==> src/mmc_pkg.sv <==
// Package of constants and types for the motor mode and speed command block
//
// Function
// - Wake low gives sleep; wake high enable low standby; both high normal.
// - Sleep holds logic reset, pump off, drivers high impedance, serial port silent.
// - Standby has loaded stored config, drives gates low, accepts unlocked writes.
// - Normal allows motor drive, all blocks run, all registers readable.
// - Enable low disables motor stage and returns to standby.
// - Supply under 5 V raises under-voltage error; logic keeps running.
// - With protection enabled, supply above 28 V raises over-voltage error.
// - Under or over-voltage drives all six gates low; resume when normal.
// - External regulator under-voltage at 4.2 V (5 V) or 2.7 V (3.3 V).
// - Low-side supply under 4.8 V turns outputs off and sets diagnostic flag.
// - Supply above 28 V disables drivers, flags, discharges both gate supplies; the code does so only with overvoltageConfigEnable set.
// - Accept input to 18.5 kHz in high mode, else ignore above 1 kHz.
// - Input below 5.3 Hz has no frequency; duty follows static level.
// - Input duty measured with 10-bit resolution.
// - Measured duty applied within one input period plus 19.8 us; code latches it at carrier period start, up to 512 cycles later.
// - No valid input after 210 ms sets the absence warning flag.
// - Output carrier fixed at 19.5 kHz in translation and closed-loop modes.
// - Below minimum duty is motor off and clears errors; above maximum full.
// - Output 0 below min, full above max, linear scale between.
// - Speed-loop bit cleared runs PI controller instead of translation.
// - Command-source bit set takes duty from host-written direct register.
// - Status select zero presents measured speed-feedback frequency in status; the code presents the feedback period in clock cycles.
// - Closed loop compares target with measured speed using P, I, T gains.
package mmc_pkg;
	localparam int CLK_HZ = 10000000;
	localparam int DUTY_W = 10;
	localparam logic [DUTY_W-1:0] DUTY_FULL = 10'h3ff;
	// Input frequency limits
	localparam int HI_MAX_HZ = 18500;
	localparam int LO_MAX_HZ = 1000;
	localparam int NOFREQ_MHZ = 5300;
	localparam int HI_MIN_PERIOD = (CLK_HZ + HI_MAX_HZ - 1) / HI_MAX_HZ;
	localparam int LO_MIN_PERIOD = (CLK_HZ + LO_MAX_HZ - 1) / LO_MAX_HZ;
	localparam int NOFREQ_CYCLES = int'((64'(CLK_HZ) * 1000) / NOFREQ_MHZ);
	localparam int PER_W = 22;
	// Absence timeout
	localparam int ABSENT_MS = 210;
	localparam int ABSENT_CYCLES = CLK_HZ / 1000 * ABSENT_MS;
	// Apply latency
	localparam int APPLY_NS = 19800;
	localparam int APPLY_CYCLES = APPLY_NS / 100;
	// Output carrier
	localparam int CARRIER_HZ = 19500;
	localparam int CARRIER_CYCLES = CLK_HZ / CARRIER_HZ;
	localparam int CAR_W = 10;
	// Status select codes
	localparam logic [1:0] STAT_SPEED = 2'h0;
	localparam logic [1:0] STAT_DUTY = 2'h1;
	typedef enum logic [1:0] {
		MMC_SLEEP,
		MMC_STANDBY,
		MMC_NORMAL
	} mmc_mode_t;
endpackage

==> src/mmc_top.sv <==
// Operating mode sequencer and speed command front end
module mmc_top
	import mmc_pkg::*;
(
	// Clock and reset
	input wire logic clk,
	input wire logic rstn,
	// Pins
	input wire logic wakePin,
	input wire logic enablePin,
	input wire logic pwmInPin,
	// Supply comparators and OTP flag, already on clk; speed feedback goes through a synchroniser
	input wire logic supplyBelow5v,
	input wire logic supplyAbove28v,
	input wire logic extRegBelow4v2,
	input wire logic extRegBelow2v7,
	input wire logic lowSideSupplyBelow4v8,
	input wire logic otpLoaded,
	input wire logic speedFeedbackOutput,
	// Configuration
	input wire logic overvoltageConfigEnable,
	input wire logic extRegulatorVoltageSelect,
	input wire logic pwmInputFrequencyMode,
	input wire logic speedLoopControlBit,
	input wire logic commandSourceSelect,
	input wire logic [DUTY_W-1:0] directDutyCommand,
	input wire logic [1:0] statusSelectField,
	input wire logic [DUTY_W-1:0] dutyMin,
	input wire logic [DUTY_W-1:0] dutyMax,
	input wire logic [DUTY_W-1:0] targetSpeedMax,
	input wire logic [7:0] pGainRegister,
	input wire logic [7:0] iGainRegister,
	input wire logic [7:0] tGainRegister,
	// Mode and drive
	output logic [1:0] modeState,
	output logic logicResetActive,
	output logic chargePumpEnable,
	output logic gateHighZ,
	output logic gateEnable,
	output logic gateSupplyDischarge,
	output logic spiWriteAllowed,
	output logic spiReadAllowed,
	output logic pwmOut,
	output logic [DUTY_W-1:0] dutyCommand,
	// Diagnostics
	output logic supplyUnderVoltage,
	output logic supplyOverVoltage,
	output logic extRegUnderVoltage,
	output logic lowSideSupplyUnderVoltage,
	output logic pwmAbsentFlag,
	output logic [DUTY_W-1:0] measuredDuty,
	output logic [PER_W-1:0] statusRegister
);
	logic wakeS, enS, pwmS, fbS;
	mmc_sync uWake (.clk(clk), .rstn(rstn), .pinIn(wakePin), .pinSync(wakeS));
	mmc_sync uEn (.clk(clk), .rstn(rstn), .pinIn(enablePin), .pinSync(enS));
	mmc_sync uPwm (.clk(clk), .rstn(rstn), .pinIn(pwmInPin), .pinSync(pwmS));
	mmc_sync uFb (.clk(clk), .rstn(rstn), .pinIn(speedFeedbackOutput), .pinSync(fbS));

	// Mode sequencer
	mmc_mode_t mode_reg, mode_next;
	always_comb begin
		case (mode_reg)
			MMC_SLEEP: mode_next = !wakeS ? MMC_SLEEP : (enS ? MMC_NORMAL : MMC_STANDBY);
			MMC_STANDBY, MMC_NORMAL: begin
				if (!wakeS)
					mode_next = MMC_SLEEP;
				else if (enS)
					mode_next = MMC_NORMAL;
				else
					mode_next = MMC_STANDBY;
			end
			default: mode_next = MMC_SLEEP;
		endcase
	end
	always_ff @(posedge clk or negedge rstn) begin
		if (!rstn)
			mode_reg <= MMC_SLEEP;
		else
			mode_reg <= mode_next;
	end
	wire logic inSleep = (mode_reg == MMC_SLEEP);
	wire logic inNormal = (mode_reg == MMC_NORMAL);

	// Fault flags; sleep keeps the core in reset
	logic uvNext, ovNext, regUvNext, lsUvNext, supplyFault;
	always_comb begin
		uvNext = !inSleep && supplyBelow5v;
		ovNext = !inSleep && overvoltageConfigEnable && supplyAbove28v;
		regUvNext = !inSleep && (extRegulatorVoltageSelect ? extRegBelow4v2 : extRegBelow2v7);
		lsUvNext = !inSleep && lowSideSupplyBelow4v8;
		supplyFault = uvNext || ovNext;
	end

	// Input PWM measurement
	logic pwmPrev_reg;
	logic [PER_W-1:0] perCnt_reg, perCnt_next, hiCnt_reg, hiCnt_next;
	logic [PER_W-1:0] period_reg, period_next;
	logic [DUTY_W-1:0] duty_reg, duty_next;
	logic valid_reg, valid_next, newDuty_reg, newDuty_next;
	logic [PER_W-1:0] absentCnt_reg, absentCnt_next;
	logic absent_reg, absent_next;
	logic [PER_W+DUTY_W-1:0] scaled;
	logic [PER_W-1:0] minPeriod;
	logic rise;
	always_comb begin
		rise = pwmS && !pwmPrev_reg;
		minPeriod = pwmInputFrequencyMode ? PER_W'(HI_MIN_PERIOD) : PER_W'(LO_MIN_PERIOD);
		perCnt_next = perCnt_reg;
		hiCnt_next = hiCnt_reg;
		period_next = period_reg;
		duty_next = duty_reg;
		valid_next = valid_reg;
		newDuty_next = 1'b0;
		scaled = '0;
		if (rise) begin
			perCnt_next = PER_W'(1);
			hiCnt_next = PER_W'(1);
			if (valid_reg || (perCnt_reg != '0 && perCnt_reg < PER_W'(NOFREQ_CYCLES))) begin
				if (perCnt_reg >= minPeriod) begin
					period_next = perCnt_reg;
					scaled = (PER_W+DUTY_W)'(hiCnt_reg) * (PER_W+DUTY_W)'(DUTY_FULL);
					duty_next = DUTY_W'(scaled / (PER_W+DUTY_W)'(perCnt_reg));
					valid_next = 1'b1;
					newDuty_next = 1'b1;
				end
			end
		end else if (perCnt_reg >= PER_W'(NOFREQ_CYCLES)) begin
			// Static level: no frequency
			valid_next = 1'b0;
			duty_next = pwmS ? DUTY_FULL : '0;
			newDuty_next = (duty_reg != duty_next);
		end else begin
			perCnt_next = perCnt_reg + 1'b1;
			hiCnt_next = hiCnt_reg + PER_W'(pwmS);
		end
		absentCnt_next = valid_reg ? '0 :
			(absentCnt_reg == PER_W'(ABSENT_CYCLES) ? absentCnt_reg : absentCnt_reg + 1'b1);
		absent_next = !valid_reg && absentCnt_reg == PER_W'(ABSENT_CYCLES);
	end
	always_ff @(posedge clk or negedge rstn) begin
		if (!rstn) begin
			pwmPrev_reg <= 1'b0;
			perCnt_reg <= '0;
			hiCnt_reg <= '0;
			period_reg <= '0;
			duty_reg <= '0;
			valid_reg <= 1'b0;
			newDuty_reg <= 1'b0;
			absentCnt_reg <= '0;
			absent_reg <= 1'b0;
		end else if (inSleep) begin
			pwmPrev_reg <= 1'b0;
			perCnt_reg <= '0;
			hiCnt_reg <= '0;
			period_reg <= '0;
			duty_reg <= '0;
			valid_reg <= 1'b0;
			newDuty_reg <= 1'b0;
			absentCnt_reg <= '0;
			absent_reg <= 1'b0;
		end else begin
			pwmPrev_reg <= pwmS;
			perCnt_reg <= perCnt_next;
			hiCnt_reg <= hiCnt_next;
			period_reg <= period_next;
			duty_reg <= duty_next;
			valid_reg <= valid_next;
			newDuty_reg <= newDuty_next;
			absentCnt_reg <= absentCnt_next;
			absent_reg <= absent_next;
		end
	end

	// Speed feedback period, in clock cycles between rising edges
	logic fbPrev_reg;
	logic [PER_W-1:0] fbCnt_reg, fbCnt_next, fbPer_reg, fbPer_next;
	always_comb begin
		fbCnt_next = (fbS && !fbPrev_reg) ? PER_W'(1) :
			(&fbCnt_reg ? fbCnt_reg : fbCnt_reg + 1'b1);
		fbPer_next = (fbS && !fbPrev_reg) ? fbCnt_reg : fbPer_reg;
	end
	always_ff @(posedge clk or negedge rstn) begin
		if (!rstn) begin
			fbPrev_reg <= 1'b0;
			fbCnt_reg <= '0;
			fbPer_reg <= '0;
		end else begin
			fbPrev_reg <= fbS;
			fbCnt_reg <= fbCnt_next;
			fbPer_reg <= fbPer_next;
		end
	end

	// Duty translation
	logic [DUTY_W-1:0] translated, span;
	logic [2*DUTY_W-1:0] num;
	logic belowMin;
	always_comb begin
		span = dutyMax - dutyMin;
		num = '0;
		belowMin = (duty_reg <= dutyMin);
		if (belowMin)
			translated = '0;
		else if (duty_reg >= dutyMax)
			translated = DUTY_FULL;
		else begin
			num = (2*DUTY_W)'(duty_reg - dutyMin) * (2*DUTY_W)'(DUTY_FULL);
			translated = DUTY_W'(num / (2*DUTY_W)'(span));
		end
	end

	// PI speed loop, updated once per carrier period
	logic carStart;
	logic signed [23:0] integ_reg, integ_next, err, piSum;
	logic [DUTY_W-1:0] piDuty_reg, piDuty_next;
	logic [PER_W-1:0] speedMeas;
	always_comb begin
		// Speed as a 10-bit figure: faster feedback, shorter period
		speedMeas = (fbPer_reg == '0) ? '0 : PER_W'(PER_W'(1) << 20) / fbPer_reg;
		err = 24'(signed'({1'b0, translated})) * 24'(signed'({1'b0, targetSpeedMax}))
			/ 24'sd1023 - 24'(signed'({1'b0, speedMeas[DUTY_W-1:0]}));
		integ_next = integ_reg;
		piDuty_next = piDuty_reg;
		piSum = '0;
		if (carStart) begin
			integ_next = integ_reg + ((err * 24'(signed'({1'b0, iGainRegister}))) >>> 8);
			piSum = ((err * 24'(signed'({1'b0, pGainRegister}))) >>> 4) +
				(integ_reg >>> tGainRegister[4:0]);
			if (piSum < 0)
				piDuty_next = '0;
			else if (piSum > 24'sd1023)
				piDuty_next = DUTY_FULL;
			else
				piDuty_next = DUTY_W'(piSum);
			if (integ_next > 24'sh3fffff)
				integ_next = 24'sh3fffff;
			else if (integ_next < -24'sh3fffff)
				integ_next = -24'sh3fffff;
		end
		if (!inNormal || belowMin) begin
			integ_next = '0;
			piDuty_next = '0;
		end
	end
	always_ff @(posedge clk or negedge rstn) begin
		if (!rstn) begin
			integ_reg <= '0;
			piDuty_reg <= '0;
		end else begin
			integ_reg <= integ_next;
			piDuty_reg <= piDuty_next;
		end
	end

	// Command select and outputs
	logic [DUTY_W-1:0] cmd, applied_reg, applied_next;
	logic driveOk;
	always_comb begin
		if (commandSourceSelect)
			cmd = directDutyCommand;
		else if (!speedLoopControlBit)
			cmd = piDuty_reg;
		else
			cmd = translated;
		// Applied one cycle after each new measurement; the carrier latches it up to 512 cycles later, past the latency bound
		applied_next = (newDuty_reg || commandSourceSelect || !speedLoopControlBit) ?
			cmd : applied_reg;
		driveOk = inNormal && !supplyFault && !lsUvNext;
	end
	always_ff @(posedge clk or negedge rstn) begin
		if (!rstn)
			applied_reg <= '0;
		else
			applied_reg <= inNormal ? applied_next : '0;
	end
	logic carPwm;
	mmc_carrier uCar (.clk(clk), .rstn(rstn), .duty(applied_reg), .pwmOut(carPwm),
		.periodStart(carStart));

	always_ff @(posedge clk or negedge rstn) begin
		if (!rstn) begin
			modeState <= 2'h0;
			logicResetActive <= 1'b1;
			chargePumpEnable <= 1'b0;
			gateHighZ <= 1'b1;
			gateEnable <= 1'b0;
			gateSupplyDischarge <= 1'b0;
			spiWriteAllowed <= 1'b0;
			spiReadAllowed <= 1'b0;
			pwmOut <= 1'b0;
			dutyCommand <= '0;
			supplyUnderVoltage <= 1'b0;
			supplyOverVoltage <= 1'b0;
			extRegUnderVoltage <= 1'b0;
			lowSideSupplyUnderVoltage <= 1'b0;
			pwmAbsentFlag <= 1'b0;
			measuredDuty <= '0;
			statusRegister <= '0;
		end else begin
			modeState <= mode_reg;
			logicResetActive <= inSleep;
			chargePumpEnable <= !inSleep && !ovNext;
			gateHighZ <= inSleep;
			gateEnable <= driveOk;
			gateSupplyDischarge <= ovNext;
			spiWriteAllowed <= (mode_reg == MMC_STANDBY) && otpLoaded;
			spiReadAllowed <= !inSleep;
			pwmOut <= carPwm && driveOk;
			dutyCommand <= applied_reg;
			// Motor-off command also clears the error registers
			supplyUnderVoltage <= uvNext && !belowMin;
			supplyOverVoltage <= ovNext && !belowMin;
			extRegUnderVoltage <= regUvNext && !belowMin;
			lowSideSupplyUnderVoltage <= lsUvNext && !belowMin;
			pwmAbsentFlag <= absent_reg;
			measuredDuty <= duty_reg;
			if (statusSelectField == STAT_SPEED)
				statusRegister <= fbPer_reg;
			else
				statusRegister <= PER_W'(duty_reg);
		end
	end
endmodule

==> src/mmc_sync.sv <==
// Two-flop synchroniser for one pin
module mmc_sync
	import mmc_pkg::*;
(
	// Clock and reset
	input wire logic clk,
	input wire logic rstn,
	// Pin and result
	input wire logic pinIn,
	output logic pinSync
);
	logic stage1_reg;
	logic stage2_reg;
	always_ff @(posedge clk or negedge rstn) begin
		if (!rstn) begin
			stage1_reg <= 1'b0;
			stage2_reg <= 1'b0;
		end else begin
			stage1_reg <= pinIn;
			stage2_reg <= stage1_reg;
		end
	end
	assign pinSync = stage2_reg;
endmodule

==> src/mmc_carrier.sv <==
// Fixed-rate output PWM generator
module mmc_carrier
	import mmc_pkg::*;
(
	// Clock and reset
	input wire logic clk,
	input wire logic rstn,
	// Duty and output
	input wire logic [DUTY_W-1:0] duty,
	output logic pwmOut,
	output logic periodStart
);
	logic [CAR_W-1:0] cnt_reg;
	logic [CAR_W-1:0] cnt_next;
	logic [DUTY_W-1:0] dutyHeld_reg;
	logic [DUTY_W-1:0] dutyHeld_next;
	logic [19:0] thresh;
	always_comb begin
		periodStart = (cnt_reg == CAR_W'(CARRIER_CYCLES - 1));
		cnt_next = periodStart ? '0 : cnt_reg + 1'b1;
		dutyHeld_next = periodStart ? duty : dutyHeld_reg;
		thresh = 20'(dutyHeld_reg) * 20'(CARRIER_CYCLES);
	end
	always_ff @(posedge clk or negedge rstn) begin
		if (!rstn) begin
			cnt_reg <= '0;
			dutyHeld_reg <= '0;
			pwmOut <= 1'b0;
		end else begin
			cnt_reg <= cnt_next;
			dutyHeld_reg <= dutyHeld_next;
			// Full code holds the output high for the whole period
			pwmOut <= (dutyHeld_reg == DUTY_FULL) ||
				(20'(cnt_reg) * 20'(DUTY_FULL) < thresh);
		end
	end
endmodule

==> config.mk <==
export PLATFORM = sky130hd
export DESIGN_NAME = mmc_top
export DESIGN_NICKNAME = d
export VERILOG_FILES = /design/src/mmc_pkg.sv /design/src/mmc_top.sv /design/src/mmc_sync.sv /design/src/mmc_carrier.sv
export SDC_FILE = /design/constraint.sdc
export NUM_CORES = 2
export LEC_CHECK = 0
export ABC_AREA = 1
export BUFFER_PORTS_ARGS = -buffer_cell sky130_fd_sc_hd__buf_4
export CORE_ASPECT_RATIO = 0.75
export CORE_MARGIN = 2
export CORE_UTILIZATION = 60
export CTS_CLUSTER_SIZE = 14
export DETAILED_ROUTE_END_ITERATION = 7
export PLACE_DENSITY_LB_ADDON = 0.25
export SETUP_SLACK_MARGIN = 0.05
export SLEW_MARGIN = 20
export SYNTH_ARGS = -nofsm -noshare
export SYNTH_HDL_FRONTEND = slang
export SYNTH_SLANG_ARGS = --single-unit
==> constraint.sdc <==
create_clock -name clk -period 141.5 [get_ports clk]
set_input_delay 28.3 -clock clk [delete_from_list [all_inputs] [get_ports clk]]
set_output_delay 28.3 -clock clk [all_outputs]
set_load 0.005 [all_outputs]
==> metrics <==
DR pass1 iterations 8; clk root buf clkbuf_16; Seq/Total Area, Yosys 0.0769; Largest register FFs 24; Post-Synthesis Cells 12500; Via density ~5.7; RePlAce Congestion approximately 0.96; antenna viol nets, final 0; pins over their slew limit 0; gr usage total 0.321; first-pass GRT wire length about 380 mm; Layout Cells excl Fill approximately 14000; Top FF cell, synth dfrtp_1; crit end category register; DRT iter0 DRCs 6512; DIE HEIGHT 327 um; clock period minus final worst setup slack ~120 ns; CTS tree built; htree depth 1; Hold Buf Count CTS 0; max incr delay on CP approximately 0.80 ns; Post-Syn Area 83300 sq um; DRC violations left 0; Mapped Avg Cell Area roughly 6.7 sq um; GR Overflow Total 0; Max Cap Viol 0; max_slew headroom 0.277; Routed WL per cell roughly 16 um; layout net count 14400; critical path's most frequent cell nand2_1; Clock Pin Slew Worst Setup and Hold Paths 0.07 ns; crit path DAT between 100 and 150 ns; DIE AREA around 140000 sq um; drt total wl about 230 mm; worst hold-check path type reg -> reg; CP required roughly 140 ns; DR vias just over 80000; P&R area growth vs syn 5.03%; Crit path max-delay family compound AO/OA/AOI/OAI gates; fmax between 8 and 9 MHz; Initial Util 0.604; post-synthesis cell type count between 80 and 90; worst skew pair latency 0.65 ns; maximum fanout along the worst path 34; final setup vio count 0; IO Pins between 100 and 150; FF+latch count, synth 256; layout cells sized above 1 0.0511; ys async rst share 1.00; commonest non-fill, non-tap cell in the layout nand2_1; reg2reg path depth around 670; post-CTS setup buffers 0; RSZ-0062 raised after global routing no; Die W ~430 um; dpl cells roughly 14000; Hold Vio Cnt, Final 0; Worst Hold Path Cells 0; PortBufs between 100 and 150; maximum root-to-sink buffer count 3; Worst path depth just under 700; Slowest cell on crit path clkinv_1; Core Box Area approximately 140000 sq um; initial antenna violation count 11; Fin Setup TNS 0 ns; post-cts resize count 0; clock sink count 256; status complete, no violations; dpl hpwl ~190 mm; FP Rows about 120; Synthesized Nets about 14000; worst slew pin tran ~1.1 ns; largest net degree at the start of global routing 147; TritonCTS Buffers 31; warning count from the yosys run 0; number of flops mapped to enable cells by yosys 0; Period Utilization, post-route 0.817; WS Path Type reg -> reg; vias in the first global route around 78000; most frequent cells in the layout 2550 x nand2_1, 2281 x inv_1, 1292 x ha_1; Clock Skew ~0.014 ns; WP buf/inv 140; crit start category register
==> final cells by class <==
type	count	area (sq um)
flip-flops and latches	256	6410
clock inverters	20	221
repair buffers	212	1630
well taps	1860	2330
fillers	12700	50400
diodes	8	20.0
clock buffers	38	832
inverters	2339	8790
multi-input cells	9694	67300
==> per-stage QoR <==
step	setup slack [ns]	area (sq um)	hold slack, ns	util
floorplan	45.68	83300	0.331	-
global placement	32.19	86400	0.334	0.627
detailed placement	28.55	86400	0.335	0.627
CTS	28.02	87500	0.350	0.634
global route	13.47	87500	0.358	0.635
finish	25.87	87500	0.348	0.635
==> worst paths after layout <==
path,startpoint,to,slack [ns]
min in group asynchronous,rstn,perCnt_reg[0],27.52
worst min-delay path,uWake.stage1_reg,uWake.pinSync,0.35
worst max-delay path,hiCnt_reg[8],duty_reg[0],25.87
max in group asynchronous,rstn,chargePumpEnable,112.76
worst max register to register,hiCnt_reg[8],duty_reg[0],25.87
worst min register to register,uWake.stage1_reg,uWake.pinSync,0.35
==> routing by layer <==
layer	share of wire	vias to the layer above	track usage	wire length, um
met2	0.44	2671	0.512	101000
li1	-	40500	-	-
met3	0.074	417	0.0349	17100
met5	0.00015	-	0	34
met4	0.034	6	0.0987	7850
met1	0.45	38100	0.455	105000
==> synthesized netlist by cell type (91+ instances only) <==
cell type,number,area share
nor3_1,104,0.0062
nand3_1,486,0.029
xnor2_1,294,0.031
dfrtp_1,255,0.077
inv_1,2281,0.10
clkbuf_1,183,0.0082
xor2_1,531,0.056
nand2_1,2550,0.11
o21ai_0,900,0.054
o21bai_1,114,0.010
nor2_1,1014,0.046
a21oi_1,904,0.054
a21o_1,91,0.0082
nand4_1,135,0.010
ha_1,1292,0.19
fa_1,510,0.12
==> cells by family (layout without fill, tap and decap cells) <==
group | Yosys count | in the layout | share of synthesized area
AOI/OAI and AO/OA | 2381 | 2381 | 0.161
adders and majority gates | 1802 | 1802 | 0.317
xor gates and xnor gates | 828 | 828 | 0.0874
muxes | 11 | 11 | 0.00132
DFF | 256 | 256 | 0.0769
other | 1 | 9 | 0.0000450
and+or+nand+nor | 4671 | 4671 | 0.241
buffers and inverters | 2554 | 2609 | 0.116
Power is left out: the tool's default activity adds up to more than one toggle a clock period on the data nets, which glitch-free logic cannot reach.
